**src/inc/segment_lcd_consts.vh**
```
`ifndef SEGMENT_LCD_CONSTS_VH
`define SEGMENT_LCD_CONSTS_VH

// System clock and internal oscillator rates
`define LCD_CLK_HZ          50000000
`define LCD_OSC_HZ          36000
`define LCD_OSC_DIV         (`LCD_CLK_HZ / `LCD_OSC_HZ)

// Oscillator ticks spent on each common phase
`define LCD_TICKS_PER_PHASE 64

// Serial word layout
`define LCD_WORD_BITS       8
`define LCD_FIFO_WIDTH      9
`define LCD_FIFO_DEPTH      4
`define LCD_FIFO_CMD_BIT    8

// Display memory geometry
`define LCD_ADDR_BITS       5
`define LCD_NIBBLE_BITS     4
`define LCD_NUM_ADDR        32
`define LCD_NUM_COMMONS     4
`define LCD_NUM_SEGMENTS    32

// Address counter steps
`define LCD_STEP_BYTE       5'h02
`define LCD_STEP_NIBBLE     5'h01
`define LCD_ADDR_RESET      5'h00

// Command opcodes, top three bits of a command byte
`define LCD_OP_ADDR_SET     3'h0
`define LCD_OP_DISP_ON      3'h1
`define LCD_OP_DISP_OFF     3'h2
`define LCD_OP_DISP_START   3'h3
`define LCD_OP_REWRITE      3'h4
`define LCD_OP_RESET        3'h6

// Display modes
`define LCD_MODE_OFF        2'h0
`define LCD_MODE_ALL_ON     2'h1
`define LCD_MODE_NORMAL     2'h2
`define LCD_MODE_RESET      2'h0

`endif

```
**src/hw/segment_lcd_serial_input.v**
```verilog
// How it works
// RL1: one data bit per shift clock rise
// RL2: stored one lights segment, zero not
// RL3: bits accepted only while select low
// RL4: select falling edge clears bit counter
// RL5: flag at eighth edge picks command/data
// RL6: reset pin low clears address, display off
// RL7: words are whole eight-bit units
// RL8: display memory holds 128 bits
// RL9: four commons scanned at quarter duty
// RL10: thirty-two segment outputs follow memory
// RL11: external clock from osc pin, feedback open
// RL12: link inputs synchronised before use
// RL13: serial words arrive MSB first
// RL14: address steps two per byte, one per rewrite
// RL15: byte upper nibble at addr, lower next
// RL16: reset command: display off, address cleared
`include "segment_lcd_consts.vh"

module segment_lcd_serial_input #(
  parameter OSC_DIV         = `LCD_OSC_DIV,
  parameter TICKS_PER_PHASE = `LCD_TICKS_PER_PHASE,
  parameter FIFO_DEPTH      = `LCD_FIFO_DEPTH
) (
  input  wire        ref_clk_i,
  input  wire        rst_i,
  input  wire        sck_i,
  input  wire        serial_data_in_i,
  input  wire        cs_n_i,
  input  wire        cmd_data_i,
  input  wire        lcd_reset_n_i,
  input  wire        osc_clock_in_i,
  input  wire        osc_ext_sel_i,
  output wire        osc_feedback_out_o,
  output reg  [3:0]  common_drive_outputs_o,
  output reg  [31:0] segment_drive_outputs_o,
  output reg  [1:0]  display_mode_o,
  output reg  [4:0]  address_o,
  output reg         overrun_o
);

  localparam ST_IDLE  = 1'b0;
  localparam ST_LOWER = 1'b1;

  // Address step with natural wrap from 1F to 00
  function [4:0] addr_step;
    input [4:0] addr;
    input [4:0] step;
    begin
      addr_step = addr + step;
    end
  endfunction

  // RL12: two-stage synchronisers
  reg  [1:0] sck_sync_ff;
  reg  [1:0] sd_sync_ff;
  reg  [1:0] cs_sync_ff;
  reg  [1:0] cd_sync_ff;
  reg  [1:0] rstn_sync_ff;
  reg  [1:0] osc_sync_ff;

  always @(posedge ref_clk_i) begin
    if (rst_i) begin
      sck_sync_ff  <= 2'h0;
      sd_sync_ff   <= 2'h0;
      cs_sync_ff   <= 2'h3;
      cd_sync_ff   <= 2'h0;
      rstn_sync_ff <= 2'h3;
      osc_sync_ff  <= 2'h0;
    end else begin
      sck_sync_ff  <= {sck_sync_ff[0], sck_i};
      sd_sync_ff   <= {sd_sync_ff[0], serial_data_in_i};
      cs_sync_ff   <= {cs_sync_ff[0], cs_n_i};
      cd_sync_ff   <= {cd_sync_ff[0], cmd_data_i};
      rstn_sync_ff <= {rstn_sync_ff[0], lcd_reset_n_i};
      osc_sync_ff  <= {osc_sync_ff[0], osc_clock_in_i};
    end
  end

  // Delayed copies for edge finding, only second stages are looked at
  reg sck_prev_ff;
  reg cs_prev_ff;
  reg osc_prev_ff;

  always @(posedge ref_clk_i) begin
    if (rst_i) begin
      sck_prev_ff <= 1'b0;
      cs_prev_ff  <= 1'b1;
      osc_prev_ff <= 1'b0;
    end else begin
      sck_prev_ff <= sck_sync_ff[1];
      cs_prev_ff  <= cs_sync_ff[1];
      osc_prev_ff <= osc_sync_ff[1];
    end
  end

  wire sck_rise = sck_sync_ff[1] & ~sck_prev_ff;
  wire cs_fall  = ~cs_sync_ff[1] & cs_prev_ff;
  wire cs_low   = ~cs_sync_ff[1];
  wire pin_rst  = ~rstn_sync_ff[1];

  // Serial shift register and bit counter
  reg  [2:0] bit_cnt_ff;
  reg  [6:0] shift_ff;
  wire       word_done;
  wire [8:0] word_data;
  wire       fifo_wr_ready;

  // RL5: flag sampled with the eighth bit
  assign word_done = cs_low & sck_rise & (bit_cnt_ff == 3'h7);
  assign word_data = {cd_sync_ff[1], shift_ff, sd_sync_ff[1]};

  always @(posedge ref_clk_i) begin
    if (rst_i || pin_rst) begin
      bit_cnt_ff <= 3'h0;
      shift_ff   <= 7'h00;
    // RL4: new frame restarts count
    end else if (cs_fall) begin
      bit_cnt_ff <= 3'h0;
    // RL3: ignore clocks while deselected
    end else if (cs_low && sck_rise) begin
      // RL1: one bit per rise
      // RL7: counter wraps every eight bits
      bit_cnt_ff <= bit_cnt_ff + 3'h1;
      // RL13: shift MSB first
      shift_ff   <= {shift_ff[5:0], sd_sync_ff[1]};
    end
  end

  // Serial link cannot stall, so a full buffer drops the word and flags it
  always @(posedge ref_clk_i) begin
    if (rst_i) begin
      overrun_o <= 1'b0;
    end else begin
      overrun_o <= word_done & ~fifo_wr_ready & ~pin_rst;
    end
  end

  wire       fifo_rd_valid;
  wire       fifo_rd_ready;
  wire [8:0] fifo_rd_data;

  lcd_word_fifo #(
    .WIDTH (`LCD_FIFO_WIDTH),
    .DEPTH (FIFO_DEPTH),
    .AW    (2)
  ) u_fifo (
    .ref_clk_i  (ref_clk_i),
    .rst_i      (rst_i),
    .wr_valid_i (word_done & ~pin_rst),
    .wr_ready_o (fifo_wr_ready),
    .wr_data_i  (word_data),
    .rd_valid_o (fifo_rd_valid),
    .rd_ready_i (fifo_rd_ready),
    .rd_data_o  (fifo_rd_data)
  );

  // RL8: 32 by 4 bits of display memory
  reg  [3:0] display_memory_ff [0:31];
  reg        state_ff;
  reg  [3:0] low_nib_ff;
  reg        nxt_state;
  reg  [4:0] nxt_addr;
  reg  [1:0] nxt_mode;
  reg        wr_en;
  reg  [3:0] wr_data;

  wire [2:0] opcode = fifo_rd_data[7:5];
  wire       is_cmd = fifo_rd_data[`LCD_FIFO_CMD_BIT];

  // Executor stalls on the lower nibble and while reset pin held
  assign fifo_rd_ready = (state_ff == ST_IDLE) & ~pin_rst;

  // Command and data execution
  always @* begin
    nxt_state = state_ff;
    nxt_addr  = address_o;
    nxt_mode  = display_mode_o;
    wr_en     = 1'b0;
    wr_data   = 4'h0;
    case (state_ff)
      ST_IDLE: begin
        if (fifo_rd_valid && fifo_rd_ready) begin
          if (!is_cmd) begin
            // RL15: upper nibble first
            wr_en     = 1'b1;
            wr_data   = fifo_rd_data[7:4];
            nxt_addr  = addr_step(address_o, `LCD_STEP_NIBBLE);
            nxt_state = ST_LOWER;
          end else begin
            case (opcode)
              `LCD_OP_ADDR_SET: begin
                nxt_addr = fifo_rd_data[4:0];
              end
              `LCD_OP_DISP_ON: begin
                nxt_mode = `LCD_MODE_ALL_ON;
              end
              `LCD_OP_DISP_OFF: begin
                nxt_mode = `LCD_MODE_OFF;
              end
              `LCD_OP_DISP_START: begin
                nxt_mode = `LCD_MODE_NORMAL;
              end
              `LCD_OP_REWRITE: begin
                // RL14: rewrite steps by one
                wr_en    = 1'b1;
                wr_data  = fifo_rd_data[3:0];
                nxt_addr = addr_step(address_o, `LCD_STEP_NIBBLE);
              end
              `LCD_OP_RESET: begin
                // RL16: command reset
                nxt_mode = `LCD_MODE_OFF;
                nxt_addr = `LCD_ADDR_RESET;
              end
              default: begin
                nxt_mode = display_mode_o;
              end
            endcase
          end
        end
      end
      ST_LOWER: begin
        // RL15: lower nibble at address plus one
        // RL14: total step of two per byte
        wr_en     = 1'b1;
        wr_data   = low_nib_ff;
        nxt_addr  = addr_step(address_o, `LCD_STEP_NIBBLE);
        nxt_state = ST_IDLE;
      end
      default: begin
        nxt_state = ST_IDLE;
      end
    endcase
  end

  // Control state; the reset pin aborts a half-written byte
  always @(posedge ref_clk_i) begin
    if (rst_i) begin
      state_ff       <= ST_IDLE;
      address_o      <= `LCD_ADDR_RESET;
      display_mode_o <= `LCD_MODE_RESET;
      low_nib_ff     <= 4'h0;
    // RL6: pin reset initialises
    end else if (pin_rst) begin
      state_ff       <= ST_IDLE;
      address_o      <= `LCD_ADDR_RESET;
      display_mode_o <= `LCD_MODE_OFF;
    end else begin
      state_ff       <= nxt_state;
      address_o      <= nxt_addr;
      display_mode_o <= nxt_mode;
      if (state_ff == ST_IDLE) begin
        low_nib_ff <= fifo_rd_data[3:0];
      end
    end
  end

  // Display memory write port, cleared only by system reset
  integer i;
  always @(posedge ref_clk_i) begin
    if (rst_i) begin
      for (i = 0; i < `LCD_NUM_ADDR; i = i + 1) begin
        display_memory_ff[i] <= 4'h0;
      end
    end else if (wr_en && !pin_rst) begin
      display_memory_ff[address_o] <= wr_data;
    end
  end

  // RL11: timing tick from osc pin or internal divider
  reg  [15:0] osc_div_ff;
  reg         osc_tick;
  wire        int_tick = (osc_div_ff == (OSC_DIV[15:0] - 16'h0001));

  always @(posedge ref_clk_i) begin
    if (rst_i || int_tick) begin
      osc_div_ff <= 16'h0000;
    end else begin
      osc_div_ff <= osc_div_ff + 16'h0001;
    end
  end

  always @* begin
    if (osc_ext_sel_i) begin
      osc_tick = osc_sync_ff[1] & ~osc_prev_ff;
    end else begin
      osc_tick = int_tick;
    end
  end

  // Feedback pin not used with an external clock, held low
  assign osc_feedback_out_o = 1'b0;

  // RL9: common phase counter, quarter duty
  reg [7:0] phase_tick_ff;
  reg [1:0] com_idx_ff;
  wire      phase_end = osc_tick & (phase_tick_ff == (TICKS_PER_PHASE[7:0] - 8'h01));

  always @(posedge ref_clk_i) begin
    if (rst_i) begin
      phase_tick_ff <= 8'h00;
      com_idx_ff    <= 2'h0;
    end else if (phase_end) begin
      phase_tick_ff <= 8'h00;
      com_idx_ff    <= com_idx_ff + 2'h1;
    end else if (osc_tick) begin
      phase_tick_ff <= phase_tick_ff + 8'h01;
    end
  end

  // RL10: segment outputs per common phase
  // RL2: one lights, zero leaves unlit
  integer s;
  always @(posedge ref_clk_i) begin
    if (rst_i) begin
      common_drive_outputs_o  <= 4'h0;
      segment_drive_outputs_o <= 32'h00000000;
    end else begin
      common_drive_outputs_o <= 4'h1 << com_idx_ff;
      for (s = 0; s < `LCD_NUM_SEGMENTS; s = s + 1) begin
        if (display_mode_o == `LCD_MODE_ALL_ON) begin
          segment_drive_outputs_o[s] <= 1'b1;
        end else if (display_mode_o == `LCD_MODE_NORMAL) begin
          segment_drive_outputs_o[s] <= display_memory_ff[s][com_idx_ff];
        end else begin
          segment_drive_outputs_o[s] <= 1'b0;
        end
      end
    end
  end

endmodule

```
**src/hw/lcd_word_fifo.v**
```verilog
// Small word buffer between the serial front end and the command executor
module lcd_word_fifo #(
  parameter WIDTH = 9,
  parameter DEPTH = 4,
  parameter AW    = 2
) (
  input  wire             ref_clk_i,
  input  wire             rst_i,
  input  wire             wr_valid_i,
  output wire             wr_ready_o,
  input  wire [WIDTH-1:0] wr_data_i,
  output wire             rd_valid_o,
  input  wire             rd_ready_i,
  output wire [WIDTH-1:0] rd_data_o
);

  reg  [WIDTH-1:0] mem_ff [0:DEPTH-1];
  reg  [AW:0]      wr_ptr_ff;
  reg  [AW:0]      rd_ptr_ff;
  wire             full;
  wire             empty;
  wire             do_wr;
  wire             do_rd;

  // Extra pointer bit tells full from empty
  assign empty      = (wr_ptr_ff == rd_ptr_ff);
  assign full       = (wr_ptr_ff[AW] != rd_ptr_ff[AW]) &&
                      (wr_ptr_ff[AW-1:0] == rd_ptr_ff[AW-1:0]);
  assign wr_ready_o = ~full;
  assign rd_valid_o = ~empty;
  assign do_wr      = wr_valid_i & ~full;
  assign do_rd      = rd_ready_i & ~empty;
  // Head word comes straight from the storage registers
  assign rd_data_o  = mem_ff[rd_ptr_ff[AW-1:0]];

  // Storage, no reset needed since empty masks it
  always @(posedge ref_clk_i) begin
    if (do_wr) begin
      mem_ff[wr_ptr_ff[AW-1:0]] <= wr_data_i;
    end
  end

  // Pointers
  always @(posedge ref_clk_i) begin
    if (rst_i) begin
      wr_ptr_ff <= {(AW+1){1'b0}};
      rd_ptr_ff <= {(AW+1){1'b0}};
    end else begin
      if (do_wr) begin
        wr_ptr_ff <= wr_ptr_ff + {{AW{1'b0}}, 1'b1};
      end
      if (do_rd) begin
        rd_ptr_ff <= rd_ptr_ff + {{AW{1'b0}}, 1'b1};
      end
    end
  end

endmodule

```
**config.mk**
```make
export PLATFORM = sky130hd
export DESIGN_NAME = segment_lcd_serial_input
export DESIGN_NICKNAME = d
export VERILOG_FILES = /design/src/hw/segment_lcd_serial_input.v /design/src/hw/lcd_word_fifo.v
export VERILOG_INCLUDE_DIRS = /design/src /design/src/inc
export SDC_FILE = /design/constraint.sdc
export NUM_CORES = 1
export LEC_CHECK = 0
export BUFFER_PORTS_ARGS = -buffer_cell sky130_fd_sc_hd__buf_2
export CORE_MARGIN = 2
export CORE_UTILIZATION = 28
export DETAILED_ROUTE_END_ITERATION = 12
export GPL_TIMING_DRIVEN = 0
export PLACE_DENSITY = 0.54
export SYNTH_ARGS = -nofsm -noshare
export SYNTH_HDL_FRONTEND = slang
export SYNTH_HIERARCHICAL = 1
export SYNTH_SLANG_ARGS = --single-unit
```
**constraint.sdc**
```tcl
create_clock -name ref_clk_i -period 5.84 [get_ports ref_clk_i]
set_input_delay 0.292 -clock ref_clk_i [delete_from_list [all_inputs] [get_ports ref_clk_i]]
set_output_delay 0.292 -clock ref_clk_i [all_outputs]
set_load 0.02 [all_outputs]
```
Yosys cells after proc, flatten, opt, wreduce, memory -nomap -nowiden. Memories as Yosys holds them, arrays and structs flattened. A register that Yosys moved wholly into a read port is not among the register bits. Index checks and enable logic that the tools add are counted.

Bits in registers: 106. Bits in writable memories: 164. Bits of input ports: 9. Word-level logic and storage cells: 243. Memories kept: 2.

Add/sub/neg operators: 7. $lt $le $gt $ge: 1. Equal/unequal tests: 15. Shift operators: 1. Mux-type cells: 157. Bitwise operators: 20. Reduce and logical (&&, ||, !) cells: 17.

Memory list: display_memory_ff (depth 32, width 4, read ports 32, clocked after Yosys merged registers in 0, wr ports 32, RTL line segment_lcd_serial_input.v:159) `reg [3:0] display_memory_ff [0:31];`; u_fifo.mem_ff (depth 4, width 9, read ports 1, clocked after Yosys merged registers in 1, wr ports 1, RTL line lcd_word_fifo.v:17) `reg [WIDTH-1:0] mem_ff [0:DEPTH-1];`.

Operators with widths (number): 1-bit two-way mux (110); 1-bit binary-select mux with 2-bit select (32); 16-bit by 1-bit adder with 16-bit output, second input constant (1); 16-bit by 11-bit equality test with 1-bit output, second input constant (1); 4-bit two-way mux (4); 5-bit two-way mux (3); 5-bit one-hot mux with 3 select lines (1); 1-bit AND (12); 5-bit one-hot mux with 2 select lines (1); 3-bit by 1-bit adder with 3-bit output, second input constant (3); 3-bit equality test, second input constant (3); 8-bit by 1-bit adder with 8-bit output, second input constant (1); 8-bit by 6-bit equality test with 1-bit output, second input constant (1); 1-bit inverter (8); 4-bit one-hot mux with 2 select lines (1); 2-bit OR reduction (4); 3-bit by 2-bit equality test with 1-bit output, second input constant (2); 2-bit one-hot mux with 3 select lines (1); 2-bit AND reduction (3); 5-bit by 1-bit adder with 5-bit output, second input constant (1); 5-bit by 2-bit inequality test with 1-bit output, second input constant (1); 1-bit logical AND (4); 2-bit two-way mux (2); 1-bit one-hot mux with 2 select lines (2); 15 further kinds (16).

Logic depth before layout (Yosys ltp).
Depth after elaboration: 11. Mapped depth: 10. Gate-level depth less buffers: 8.

Cells and area by module. The synthesis kept the hierarchy.

Modules (own cells, without submodules): segment_lcd_serial_input (times used 1, cells each 828, area an instance 9471.6 um^2, sequential area each 5845.6 um^2); lcd_word_fifo (times used 1, cells each 117, area an instance 1863.0 um^2, sequential area each 1241.2 um^2).

Worst setup path before layout. Ideal clock, no wire load.

Kind: reg2reg. Start point: register with a tool-made name. End point: memory display_memory_ff[7][0] (enable). Setup time: 0.310 ns. Arrival time: 2.454 ns. Data required time: 5.530 ns. Path slack: 3.076 ns. Stages on the path, launching flop included: 10. Path buffers: 3. Period minus slack after synthesis: 2.764 ns. Cell sequence: dfxtp_1 > buf_2 > mux4_2 > clkbuf_1 > nor3b_1 > or2_2 > buf_2 > and4_1 > nand2_1 > nand2b_1.

RTL lines (RTL line): end, declared (segment_lcd_serial_input.v:159).

==> results.md <==
* Detailed Route WL at ~26000 µm
* Drc violations at 0
* Nets at between 1000 and 1500
* Register bit count reported by yosys at 272
* Post-DRT Antenna Nets at 0
* Crit path required time at around 6.1 ns
* Initial DRC Count at 496
* Clock transition at path regs at roughly 0.060 ns
* Num CTS Buffers at 30
* Clk sinks at roughly 270
* Fin. Hold Viols at 0
* Status: finished, final reports clean
* PortBufs at 51
* Period utilization at around three fifths
* Register area share after synthesis at a little over three fifths
* FP Rows at 73
* Core Region at roughly 40000 µm²
* Fill cells at roughly 4100
* Global route total overflow at 0
* Synth Flop Type: edfxtp_1
* Synth cell types at between 50 and 60
* Maximum root-to-sink buffer count at 3
* GP Congestion at roughly 0.8
* First-pass GRT wire length at approximately 42000 µm
* Placed cell area at roughly 12000 µm²
* Vias at a little over 7000
* Initial antenna violation count at 0
* Final setup vio count at 0
* Root buffer cell: clkbuf_16
* P_leak at around 4.5 nW
* Slew margin rel. at 24.8%
* Final setup TNS at 0 ns
* Post-Syn Instances at approximately 950
* Layout Skew at 0.0233 ns
* Synthesized net count at 967
* Starting Density at between 20 and 30%
* Post-synth EDFFs at 164
* Area grow syn2layout at 17.2%
* P per Cell Area at approximately 330 nW/µm²
* Wirelength per Cell at approximately 16 µm
* Worst-Margin Slew at 1.13 ns
* Router iterations before antenna repair at 5
* Total GRT Usage at about an eighth
* Vias in the first global route at between 7000 and 8000
* Avg Synthesized Cell Area at 12.0 µm²
* WS Path Type: flip-flop to flip-flop
* Post-DP HPWL at 17500 µm
* Hold crit path type: primary input to flip-flop
* Ys async rst share at 0%
* Commonest non-fill, non-tap cells in the layout: nor2_1, edfxtp_1, dfxtp_1
* Critical Path End Type: flip-flop
* Max Cap Viol at 0
* Ys Warns at 6
* Critical path launch point type: flip-flop
* Max Clk Rate at 283 MHz
* Post-layout util at between 30% and 40%
* Pin count of the biggest net entering global routing at 16
* Clk_lat worst skew at between 0.5 and 0.6 ns
* Vias per inst at between 4 and 5
* Hold_ws at 0.169 ns
* Final worst path period need at 3.53 ns
* CP Max Fanout at 9
* H-tree levels at 1
* CP arrival at between 3 and 4 ns
* Die ar. at around 42000 µm²
* RSZ-0062 raised after global routing: no
* Die X at 205 µm
* I/O Pins at 54
* Peak supply drop at between 0.2 and 0.25 mV
* Cell area after layout at around 13000 µm²
* Most common cell after layout, fill and taps aside: nor2_1
* TritonCTS clock tree: done
* Pins Over Slew Limit at 0
* Layout cells sized above 1 at between 10% and 20%
* Antenna cells at 0
* Overall die height at ~200 µm
* Netlist Area Pre-Place at about 11000 µm²
kinds of logic after synthesis:
kind of cell	after synthesis	share of synthesized area (%)
compound gates	99	5.17
mux	53	9.22
buf+inv	73	2.66
simple gates	413	17.3
flops	272	62.5
fa+ha+maj	13	1.44
xor+xnor	21	1.62
other cells	1	0.0331
Yosys cell counts (12+ instances only):
cell / instances / area (µm²)
inv_1: 14 / 52.6
nor2_1: 165 / 619
a21oi_1: 59 / 295
edfxtp_1: 164 / 4920
mux4_2: 41 / 923
dfxtp_1: 108 / 2160
nand2_1: 100 / 375
clkbuf_1: 43 / 161
xnor2_1: 12 / 105
ha_1: 13 / 163
nand2b_1: 39 / 244
nand3_1: 22 / 110
nor2b_1: 21 / 131
report_power, final:
part | switching (mW) | internal, mW | total, mW
Sequential | 0.0349 | 2.10 | 2.14
Clock | 0.777 | 1.07 | 1.85
Combinational | 0.314 | 0.148 | 0.463
flip-flops by register name, summed over array words and instances (netlist names), 3 cells and up, named ones only:
signal and flops:
address_o 5, bit_cnt_ff 3, common_drive_outputs_o 4, display_memory_ff 128, low_nib_ff 4, osc_div_ff 16
phase_tick_ff 8, segment_drive_outputs_o 32, shift_ff 7, u_fifo/mem_ff 36, u_fifo/rd_ptr_ff 3, u_fifo/wr_ptr_ff 3
worst max-delay path, stage by stage, from the launching register on:
cell	delay (ns)
dfxtp_1	0.31
buf_2	0.32
mux4_2	0.56
clkbuf_1	0.21
nor3b_1	0.45
or2_2	0.24
and3_1	0.15
clkbuf_1	0.46
nand2_1	0.26
nand2b_1	0.26
final cells by class:
class / count / area [µm²] / area share, %
flip-flops and latches: 272 / 7090 / 53.3
multi-input cells: 600 / 3950 / 29.7
clock buffers: 41 / 895 / 6.73
well taps: 525 / 657 / 4.94
repair buffers: 57 / 315 / 2.37
plain buffers: 59 / 249 / 1.87
clock inverters: 15 / 87.6 / 0.659
inverters: 14 / 52.6 / 0.395
per-layer routing:
| layer | part of all wire, % | GRT usage [%] |
|---|---|---|
| met1 | 46 | 17.2 |
| met2 | 47 | 21.5 |
| met4 | 1.9 | 2.83 |
| met3 | 5.0 | 2.25 |
| met5 | 0 | 0 |
what timing repair did:
item	4_1_cts	5_1_grt
hold buffers	6	0
hold endpoints to repair	6	0
endpoints found under the setup margin	0	0
gates resized for setup	0	0
setup buffers	0	0
final timing paths:
check                     start                 endpoint  slack [ns]  depth (start not counted)
hold reg to reg   cs_sync_ff[0]            cs_sync_ff[1]        0.41                          1
setup reg to reg      flip-flop  display_memory_ff[9][1]        2.31                          9
setup / recovery      flip-flop  display_memory_ff[9][1]        2.31                          9
hold / removal            rst_i      u_fifo/wr_ptr_ff[2]        0.17                          2
per-stage QoR:
stage          total power [mW]  setup WS (ns)  cells
5_1_grt                    4.62           2.03   1583
2_1_floorplan              2.48           3.08    945
3_3_place_gp               2.64           2.28   1521
3_5_place_dp               2.64           2.31   1521
4_1_cts                    4.50           2.29   1583
6_report                   4.45           2.31   1583
No activity file was read; power rests on OpenSTA's default activity.
